`src/rtl/dsln_params.svh`:
```
/*
 * Timing figures and reset values for the dynamic safety loop node.
 * Assumes the includer converts the figures to cycles at the core clock rate.
 */
`ifndef DSLN_PARAMS_SVH
`define DSLN_PARAMS_SVH

// core clock rate in MHz
`define DSLN_CLK_MHZ        200
// half period of the dynamic test waveform, in us
`define DSLN_HALF_US        500
// settle time after each waveform edge before the return is sampled, in us
`define DSLN_SETTLE_US      50
// longest off reaction time, in ms
`define DSLN_REACT_MS       12
// longest valid manual reset pulse, in ms
`define DSLN_RST_WIN_MS     2000
// least test rate, in tests per second
`define DSLN_MIN_TEST_RATE  100
// width of the bus slave address
`define DSLN_ADDR_W         5
// bus slave address on delivery
`define DSLN_ADDR_RESET     5'h00
// number of non-safe outputs
`define DSLN_NUM_OUT        3

`endif

```
`src/rtl/dsln_pkg.sv`:
```
/*
 * Types shared by the dynamic safety loop node.
 * Assumes nothing of its surroundings.
 */
package dsln_pkg;

    // node parameters set by the bus master
    typedef struct packed {
        logic odd_count;    // odd number of sensors fitted
        logic manual_reset; // manual reset selected
    } dsln_cfg_type;

    // safe-enable state
    typedef enum logic [0:0] {
        ST_DISABLED = 1'b0,
        ST_ENABLED  = 1'b1
    } dsln_state_type;

endpackage

```
`src/rtl/dsln_node.sv`:
```
/*
 * Dynamic safety loop node: drives a dynamic test waveform through a loop of
 * inverting sensors, checks the return, handles the local reset input and
 * drives the non-safe outputs.
 * Assumes the protocol layer supplies config, output commands and address
 * writes on mclk_in; loop return and reset button are raw pins.
 */
// Operation
// - send test waveform, receive it back
// - sensors invert; compare return against sent
// - parameter picks odd or even polarity
// - check valid with ten sensors
// - test loop over hundred times per second
// - drop enable within 12 ms
// - three outputs follow master bits directly
// - parameter picks automatic or manual reset
// - manual: pulse within 2 s enables
// - slave address zero until readdressed
`timescale 1ns/100ps
`include "dsln_params.svh"
module dsln_node
#(
    parameter int HALF_CYC   = `DSLN_HALF_US * `DSLN_CLK_MHZ,
    parameter int SETTLE_CYC = `DSLN_SETTLE_US * `DSLN_CLK_MHZ,
    parameter int WIN_CYC    = `DSLN_RST_WIN_MS * 1000 * `DSLN_CLK_MHZ
)
(
    input  wire logic                       mclk_in,
    input  wire logic                       rstn_in,
    input  wire dsln_pkg::dsln_cfg_type     cfg_in,
    input  wire logic                       loop_ret_in,
    input  wire logic                       reset_btn_in,
    input  wire logic [`DSLN_NUM_OUT-1:0]   out_cmd_in,
    input  wire logic                       addr_wr_in,
    input  wire logic [`DSLN_ADDR_W-1:0]    addr_in,
    output logic                            loop_out,
    output logic                            loop_ok_out,
    output logic                            safe_enable_out,
    output logic [`DSLN_NUM_OUT-1:0]        out_pin_out,
    output logic [`DSLN_ADDR_W-1:0]         slave_addr_out
);
    localparam int CW  = $clog2(HALF_CYC + 1);
    localparam int RW  = $clog2(WIN_CYC + 2);
    localparam int REACT_CYC = `DSLN_REACT_MS * 1000 * `DSLN_CLK_MHZ;
    localparam int RATE_CYC  = (`DSLN_CLK_MHZ * 1000000) / `DSLN_MIN_TEST_RATE;
    localparam bit TIMING_OK = (HALF_CYC + SETTLE_CYC <= REACT_CYC)
                               && (2 * HALF_CYC < RATE_CYC)
                               && (SETTLE_CYC < HALF_CYC);

    logic [1:0]                 pins_s;
    logic                       ret_s;
    logic                       btn_s;
    logic                       btn_d;
    logic                       next_btn_d;
    logic [CW-1:0]              phase;
    logic [CW-1:0]              next_phase;
    logic                       next_loop;
    logic                       next_loop_ok;
    logic                       good_prev;      // previous sample matched
    logic                       next_good_prev;
    logic                       sample_now;
    logic                       match;
    logic [RW-1:0]              press;
    logic [RW-1:0]              next_press;
    logic                       release_ev;
    logic                       pulse_short;
    dsln_pkg::dsln_state_type   state;
    dsln_pkg::dsln_state_type   next_state;
    logic [`DSLN_NUM_OUT-1:0]   next_out;
    logic [`DSLN_ADDR_W-1:0]    next_addr;

    // pin inputs through two flops
    dsln_sync #(.WIDTH(2)) dsln_sync_inst
    (
        .mclk_in  (mclk_in),
        .rstn_in  (rstn_in),
        .async_in ({reset_btn_in, loop_ret_in}),
        .sync_out (pins_s)
    );
    assign ret_s = pins_s[0];
    assign btn_s = pins_s[1];

    // waveform phase and sampling point
    assign sample_now = (phase == CW'(SETTLE_CYC - 1));
    assign match = (ret_s == (loop_out ^ cfg_in.odd_count));

    always_comb
    begin
        next_phase     = phase + CW'(1);
        next_loop      = loop_out;
        next_loop_ok   = loop_ok_out;
        next_good_prev = good_prev;
        if (phase == CW'(HALF_CYC - 1))
        begin
            next_phase = '0;
            next_loop  = ~loop_out; // toggle each half period
        end
        // two matches in a row
        // a stuck return matches every other sample, so one match is not enough
        if (sample_now)
        begin
            next_good_prev = match;
            next_loop_ok   = match && good_prev;
        end
        if (!rstn_in)
        begin
            next_phase     = '0;
            next_loop      = 1'h0;
            next_loop_ok   = 1'h0;
            next_good_prev = 1'h0;
        end
    end

    always_ff @(posedge mclk_in)
    begin
        phase       <= next_phase;
        loop_out    <= next_loop;
        loop_ok_out <= next_loop_ok;
        good_prev   <= next_good_prev;
    end

    // reset pulse length, saturating past the window
    assign release_ev  = btn_d && !btn_s;
    assign pulse_short = (press <= RW'(WIN_CYC));

    always_comb
    begin
        next_btn_d = btn_s;
        next_press = press;
        if (btn_s && !btn_d)
        begin
            next_press = RW'(1);
        end
        else if (btn_s && (press <= RW'(WIN_CYC)))
        begin
            next_press = press + RW'(1);
        end
        if (!rstn_in)
        begin
            next_btn_d = 1'h0;
            next_press = '0;
        end
    end

    always_ff @(posedge mclk_in)
    begin
        btn_d <= next_btn_d;
        press <= next_press;
    end

    always_comb
    begin
        next_state = state;
        unique case (state)
            dsln_pkg::ST_DISABLED:
            begin
                if (!cfg_in.manual_reset)
                begin
                    if (btn_s && loop_ok_out)
                        next_state = dsln_pkg::ST_ENABLED;
                end
                else if (release_ev && pulse_short && loop_ok_out)
                begin
                    next_state = dsln_pkg::ST_ENABLED;
                end
            end
            dsln_pkg::ST_ENABLED:
            begin
                if (!loop_ok_out || (!cfg_in.manual_reset && !btn_s))
                    next_state = dsln_pkg::ST_DISABLED;
            end
        endcase
        if (!rstn_in)
            next_state = dsln_pkg::ST_DISABLED;
    end

    always_ff @(posedge mclk_in)
    begin
        state <= next_state;
    end

    // enable also gated by current loop status
    assign safe_enable_out = (state == dsln_pkg::ST_ENABLED) && loop_ok_out;

    always_comb
    begin
        next_out  = out_cmd_in;
        next_addr = addr_wr_in ? addr_in : slave_addr_out;
        if (!rstn_in)
        begin
            next_out  = '0;
            next_addr = `DSLN_ADDR_RESET;
        end
    end

    always_ff @(posedge mclk_in)
    begin
        out_pin_out    <= next_out;
        slave_addr_out <= next_addr;
    end
endmodule

```
`src/rtl/dsln_sync.sv`:
```
/*
 * Two-flop synchroniser for pin inputs.
 * Assumes the inputs are asynchronous to mclk_in.
 */
`timescale 1ns/100ps
module dsln_sync
#(
    parameter int WIDTH = 2
)
(
    input  wire logic             mclk_in,
    input  wire logic             rstn_in,
    input  wire logic [WIDTH-1:0] async_in,
    output logic      [WIDTH-1:0] sync_out
);
    logic [WIDTH-1:0] meta;
    logic [WIDTH-1:0] next_meta;
    logic [WIDTH-1:0] next_sync;

    // two stages, reset to low
    always_comb
    begin
        next_meta = rstn_in ? async_in : '0;
        next_sync = rstn_in ? meta : '0;
    end

    always_ff @(posedge mclk_in)
    begin
        meta     <= next_meta;
        sync_out <= next_sync;
    end
endmodule
```
`config.mk`:
```
export PLATFORM = sky130hd
export DESIGN_NAME = dsln_node
export DESIGN_NICKNAME = d
export VERILOG_FILES = /design/src/rtl/dsln_pkg.sv /design/src/rtl/dsln_node.sv /design/src/rtl/dsln_sync.sv
export VERILOG_INCLUDE_DIRS = /design/src /design/src/rtl
export SDC_FILE = /design/constraint.sdc
export NUM_CORES = 1
export LEC_CHECK = 0
export BUFFER_PORTS_ARGS = -buffer_cell sky130_fd_sc_hd__buf_2
export CORE_AREA = 2 2 93 95
export DETAILED_ROUTE_END_ITERATION = 6
export DIE_AREA = 0 0 95 97
export PLACE_DENSITY = 0.59
export RECOVER_POWER = 25
export SLEW_MARGIN = 5
export SYNTH_ARGS = -nofsm -noshare
export SYNTH_HDL_FRONTEND = slang
export SYNTH_HIERARCHICAL = 1
export SYNTH_SLANG_ARGS = --single-unit
```
`constraint.sdc`:
```
create_clock -name mclk_in -period 2.95 [get_ports mclk_in]
set_input_delay 0.4425 -clock mclk_in [delete_from_list [all_inputs] [get_ports mclk_in]]
set_output_delay 0.4425 -clock mclk_in [all_outputs]
set_load 0.005 [all_outputs]
```
==> flow_summary.toml, run 1 <==
[timing]
setup_viol = 0
setup_tns_ps = 0
tightest_slew_ps = 702
final-hold-violation-count = 0
fin_crit_ps = 2730
rsz0062_at_grt = "no"
relSlewSlack = 0.532
fmax_ghz = 0.367
period_share = 0.925
fin_skew_ps = 7.84
maxSlewViolCount = 0

[status]
status = "finished clean"

[min_path]
hold_path_class = "primary input to flop"

[synthesis]
synthFlopType = "dfxtp_1"
synthCells = 324
yosysSeqAreaShare = 0.446
postSynthAreaPerCell_um2 = 8.73
syn_nets = 342
synth_area_um2 = 2830
ys_warn_count = 6
synth_edf_count = 0
yosysTopAreaCell = "dfxtp_1"
ys_ff_latch = 63
synth_top_area_frac = 0.446
synth-async-reset-ratio = 0
synth.distinct_cells = 46
yosysMostFrequentCell = "dfxtp_1"
ys_top_cells_by_area = "dfxtp_1 (45%), o21ai_0 (4.2%), a21oi_1 (4.1%)"
netlist_top_cells_count = "dfxtp_1 (63), nand2_1 (24), nor2_1 (24), o21ai_0 (24), a21oi_1 (23)"

[pwr]
peakVddDrop_v = 0.000308
power.internal_mw = 1.22
power_density_nw_per_um2 = 495
pwr-share-seq = 0.544
p_comb_frac = 0.038
finalPower_mw = 1.60
clockPowerShare = 0.418
p_leak_nw = 1.10
switchingPower_mw = 0.385
swShare = 0.241

[placed_design]
place_area_um2 = 3060
hpwl_um = 3810
numPortBuffers = 25
gp_congestion = 0.803

[grt]
grt_use_total = 0.133
grt_max_degree = 23
first_global_vias = 2208
grt-ovfl-total = 0
grt_pass1_wl_um = 9820
grt_antenna_before_repair = 0

[detailed_routing]
vias = 2365
drc = 0
drtIter0Drc = 73
wl_um = 5620
antenna_left = 0
avgRoutedWirePerCell_um = 12.1
first_pass_iters = 4
vias_per_cell = 5.11

[worst_setup_path]
rr_worst_depth = 6
end_kind = "flop"
crit_end = "press[13]"
ff2ff_setup_slack_ps = 220
worstSetupStartpoint = "press[12]"
cp_data_arrival_time_ps = 3000
cp-start-kind = "flop"
path_cells = "or4_1 > or4b_1 > o211ai_1 > o2111ai_4 > or3_2 > a21oi_1"
rr_startpoint = "press[12]"
slowest_delay_ps = 550
crit_required_ps = 3220
reg2reg_to = "press[13]"
crit_type = "flop to flop"
path_max_fanout = 18
slowest_stage = "or4_1"

[cells_and_area]
design_area_um2 = 3240
post-route-util = 0.398
diodes = 0
synthToLayoutAreaGrowth_pct = 14.4
nets = 371
num-fill-cells = 826
final_layout_size_suffix_gt1_frac = 0.145

[floorplan]
die-area_um2 = 9220
die_x_um = 95
io_pins = 26
coreArea_um2 = 8130
start_util = 0.348
die_h_um = 97
rows = 33

[clock_network]
cts_hold_buffers = 0
postCtsSetupRepairBufs = 0
worstSkewPairLatency_ps = 350
cts_root_buf = "clkbuf_8"
max-clock-path-buffers = 2
clk_pin_slew_ps = 70
cts_sinks = 63
ctsResizeCount = 0
cts_buffers = 9
cts_tree = "done"
htree_levels = 3

[job]
cap_violations = 0
## logic make-up (layout without fill, tap and decap cells)
logic type	count (synthesis)	after routing	synth area share
buffers and inverters	20	54	0.0283
AO/OA/AOI/OAI	64	64	0.138
flip-flops	63	63	0.446
AND/OR/NAND/NOR	149	149	0.295
adder cells (fa/ha/maj)	3	3	0.0133
multiplexers	6	6	0.0212
XOR/XNOR	19	19	0.0588
## layout make-up
type / instances / area (µm²) / area share
Clock buffer: 11 / 141 / 0.0437
Tap cell: 105 / 131 / 0.0406
Clock inverter: 5 / 33.8 / 0.0104
Sequential cell: 63 / 1260 / 0.390
Timing Repair Buffer: 27 / 139 / 0.0429
Inverter: 11 / 41.3 / 0.0128
Multi-Input combinational cell: 241 / 1490 / 0.460
## routing by layer
layer | global-route usage | up-vias | share of wire
li1 | - | 1219 | -
met4 | 0.0758 | 0 | 0.012
met3 | 0.0374 | 5 | 0.040
met2 | 0.202 | 41 | 0.44
met1 | 0.168 | 1100 | 0.51
met5 | 0 | - | 0
## stage by stage
step / worst slack [ps] / hold WS, ps / instances
floorplan: 519 / 406 / 324
CTS: 245 / 288 / 463
detailed placement: 281 / 415 / 447
finish: 222 / 301 / 463
global route: 43.8 / 293 / 463
global placement: 308 / 411 / 447
## power groups by stage
stage	sequential (mW)	clock [mW]	combinational [mW]
final	0.872	0.670	0.0605
after global placement	0.891	0	0.0609
after floorplan	0.890	0	0.0365
after global routing	0.873	0.730	0.0683
after CTS	0.871	0.694	0.0620
after detailed placement	0.891	0	0.0620
## registers in the layout, summed over array words and instances, names as in the netlist
name	flops
btn_d	1
dsln_sync_inst/meta	2
dsln_sync_inst/sync_out	2
good_prev	1
loop_ok_out	1
loop_out	1
out_pin_out	3
phase	17
press	29
slave_addr_out	5
state	1
## how the worst min path moves through the flow
stage	cells past startpoint	endpoint	slack [ps]	start
after CTS	2	dsln_sync_inst/meta[1]	290	reset_btn_in
after global placement	1	dsln_sync_inst/sync_out[0]	410	dsln_sync_inst/meta[0]
after detailed placement	1	dsln_sync_inst/sync_out[0]	420	dsln_sync_inst/meta[0]
final	2	out_pin_out[1]	300	out_cmd_in[1]
after global routing	2	out_pin_out[1]	290	out_cmd_in[1]
after floorplan	1	dsln_sync_inst/sync_out[0]	410	dsln_sync_inst/meta[0]
## placed cells by master, fill, tap and decap left out, types with 11 or more instances in the layout
cell type	netlist	final
nor2_1	24	24
buf_2	4	24
or3_1	17	17
nand2_1	24	24
o21ai_0	24	24
nand3_1	21	21
inv_1	11	11
dfxtp_1	63	63
and2_1	13	11
a21oi_1	23	23
## critical path: cells and delay by family (launching register included)
kind / cells / cell delay (ps)
flip-flops: 1 / 330
AND/OR/NAND/NOR: 3 / 1550
AO/OA/AOI/OAI: 3 / 780
Note: power is estimated with default switching activity, not from simulation.
==> run 2, diff against run 1 <==
--- a/config.mk
+++ b/config.mk
@@ -10,6 +10,7 @@
 export CORE_AREA = 2 2 93 95
 export DETAILED_ROUTE_END_ITERATION = 6
 export DIE_AREA = 0 0 95 97
+export GPL_TIMING_DRIVEN = 0
 export PLACE_DENSITY = 0.59
 export RECOVER_POWER = 25
 export SLEW_MARGIN = 5
==> run 2 against run 1 <==
  * Critical path depth is 1 higher
  * Core utilization is 0.18 points higher
  * Sequential share of layout area is 0.18 points lower
  * Clock-buffer cell count is 1 lower
  * Worst hold slack worse by 1.0 ps
  * Non-clock buffer count is 6 higher
  * Design area is 0.46% higher
  * Global-route usage is 0.71 points higher
  * Sequential power hardly changed
  * First-iteration DRC count is 77% higher
  * Setup slack worse by 31 ps
  * Largest cell class unchanged
  * Highest routed layer unchanged
==> flow_summary.toml, run 2 (same netlist as run 1, synthesis figures left out) <==
[worst_setup_path]
slowest_delay_ps = 570
reg2reg_to = "press[25]"
path_cells = "or4_1 > or4b_1 > o211ai_1 > o2111ai_4 > buf_2 > or3_1 > a21oi_1"
ff2ff_setup_slack_ps = 190
crit_required_ps = 3210
cp_data_arrival_time_ps = 3020
crit_type = "flop to flop"
rr_startpoint = "press[12]"
rr_worst_depth = 7
end_kind = "flop"
slowest_stage = "or4_1"
cp-start-kind = "flop"
path_max_fanout = 10

[job]
cap_violations = 0

[cells_and_area]
largest_reg_flops = 29
design_area_um2 = 3250
mostFrequentLayoutCell = "dfxtp_1"
synthToLayoutAreaGrowth_pct = 14.9
final_layout_size_suffix_gt1_frac = 0.143
top_register = "press"
final_cell_mix = "dfxtp_1 (63), buf_2 (25), nand2_1 (24), nor2_1 (24)"
num-fill-cells = 814
post-route-util = 0.400
diodes = 0
nets = 377
final_cells = 469
reg_top3 = "press x29, phase x17, slave_addr_out x5"

[pwr]
switchingPower_mw = 0.387
pwr-share-seq = 0.544
p_leak_nw = 1.11
peakVddDrop_v = 0.000273
power_density_nw_per_um2 = 492
p_comb_frac = 0.039
power.internal_mw = 1.21
clockPowerShare = 0.416
swShare = 0.242

[placed_design]
place_area_um2 = 3080
hpwl_um = 4100
numPortBuffers = 24
gp_congestion = 0.769
place_inst = 453

[grt]
grt_use_total = 0.141
grt_pass1_wl_um = 10300
grt_max_degree = 14
grt-ovfl-total = 0
grt_antenna_before_repair = 0
first_global_vias = 2241

[min_path]
hold_path_class = "primary input to flop"
hp-start = "out_cmd_in[1]"
hold_path_end = "out_pin_out[1]"
hold_depth = 2

[timing]
fin_crit_ps = 2760
rsz0062_at_grt = "no"
maxSlewViolCount = 0
setup_tns_ps = 0
tightest_slew_ps = 738
relSlewSlack = 0.507
fin_skew_ps = 10.8
fmax_ghz = 0.362
period_share = 0.935
final-hold-violation-count = 0
setup_viol = 0

[clock_network]
max-clock-path-buffers = 2
htree_levels = 3
cts_sinks = 63
postCtsSetupRepairBufs = 0
cts_buffers = 9
cts_tree = "done"
cts_root_buf = "clkbuf_8"
clk_pin_slew_ps = 80
worstSkewPairLatency_ps = 340

[floorplan]
start_util = 0.348
io_pins = 26
die-area_um2 = 9220
coreArea_um2 = 8130
die_h_um = 97
rows = 33
die_x_um = 95

[status]
status = "finished clean"

[detailed_routing]
vias_per_cell = 5.09
antenna_left = 0
drtIter0Drc = 129
first_pass_iters = 4
drc = 0
vias = 2385
wl_um = 5830
avgRoutedWirePerCell_um = 12.4
==> run 2: layout make-up <==
| cell class | instances | area (µm²) | area share |
|---|---|---|---|
| well taps | 105 | 131 | 0.0404 |
| clock inverters | 6 | 36.3 | 0.0112 |
| multi-input cells | 241 | 1490 | 0.458 |
| plain buffers | 9 | 38.8 | 0.0119 |
| clock buffers | 10 | 138 | 0.0423 |
| inverters | 11 | 41.3 | 0.0127 |
| repair buffers | 24 | 116 | 0.0358 |
| flip-flops and latches | 63 | 1260 | 0.388 |
==> run 2: power groups by stage <==
stage	logic (mW)	clock network (mW)	registers [mW]
final	0.0632	0.666	0.870
after global routing	0.0728	0.717	0.872
after CTS	0.0656	0.685	0.870
after detailed placement	0.0655	0	0.890
after global placement	0.0638	0	0.889
after floorplan	0.0365	0	0.890
==> run 2: how the worst max path moves through the flow <==
stage | start | endpoint | slack, ps | cells after the start
floorplan | press[12] | press[27] | 520 | 6
global placement | press[12] | press[25] | 260 | 7
detailed placement | press[12] | press[5] | 210 | 6
CTS | press[12] | press[5] | 190 | 6
global route | press[12] | press[25] | 60 | 7
finish | press[12] | press[25] | 190 | 7
==> run 2: critical path: cells and delay by family (launching register included) <==
kind	cells	cell delay (ps)
flip-flops	1	340
buffers and inverters	1	260
AO/OA/AOI/OAI	3	730
AND/OR/NAND/NOR	3	1360
==> run 2: layer usage <==
metal | vias to the layer above | global-route usage | share of wire
met4 | 0 | 0.0691 | 0.020
met5 | - | 0 | 0
met1 | 1097 | 0.199 | 0.50
met2 | 40 | 0.200 | 0.44
met3 | 8 | 0.0304 | 0.039
li1 | 1240 | - | -
==> run 2: what timing repair did <==
action,CTS,global route
hold endpoints to repair,0,0
setup endpoints to repair,0,1
resized for setup,0,1
hold buffers,0,0
==> run 2: metrics by stage <==
stage	hold WS, ps	total power, mW	setup slack [ps]
after floorplan	406	0.926	519
after global placement	414	0.953	263
after detailed placement	420	0.955	213
after CTS	284	1.62	192
after global routing	299	1.66	56.8
final	300	1.60	191
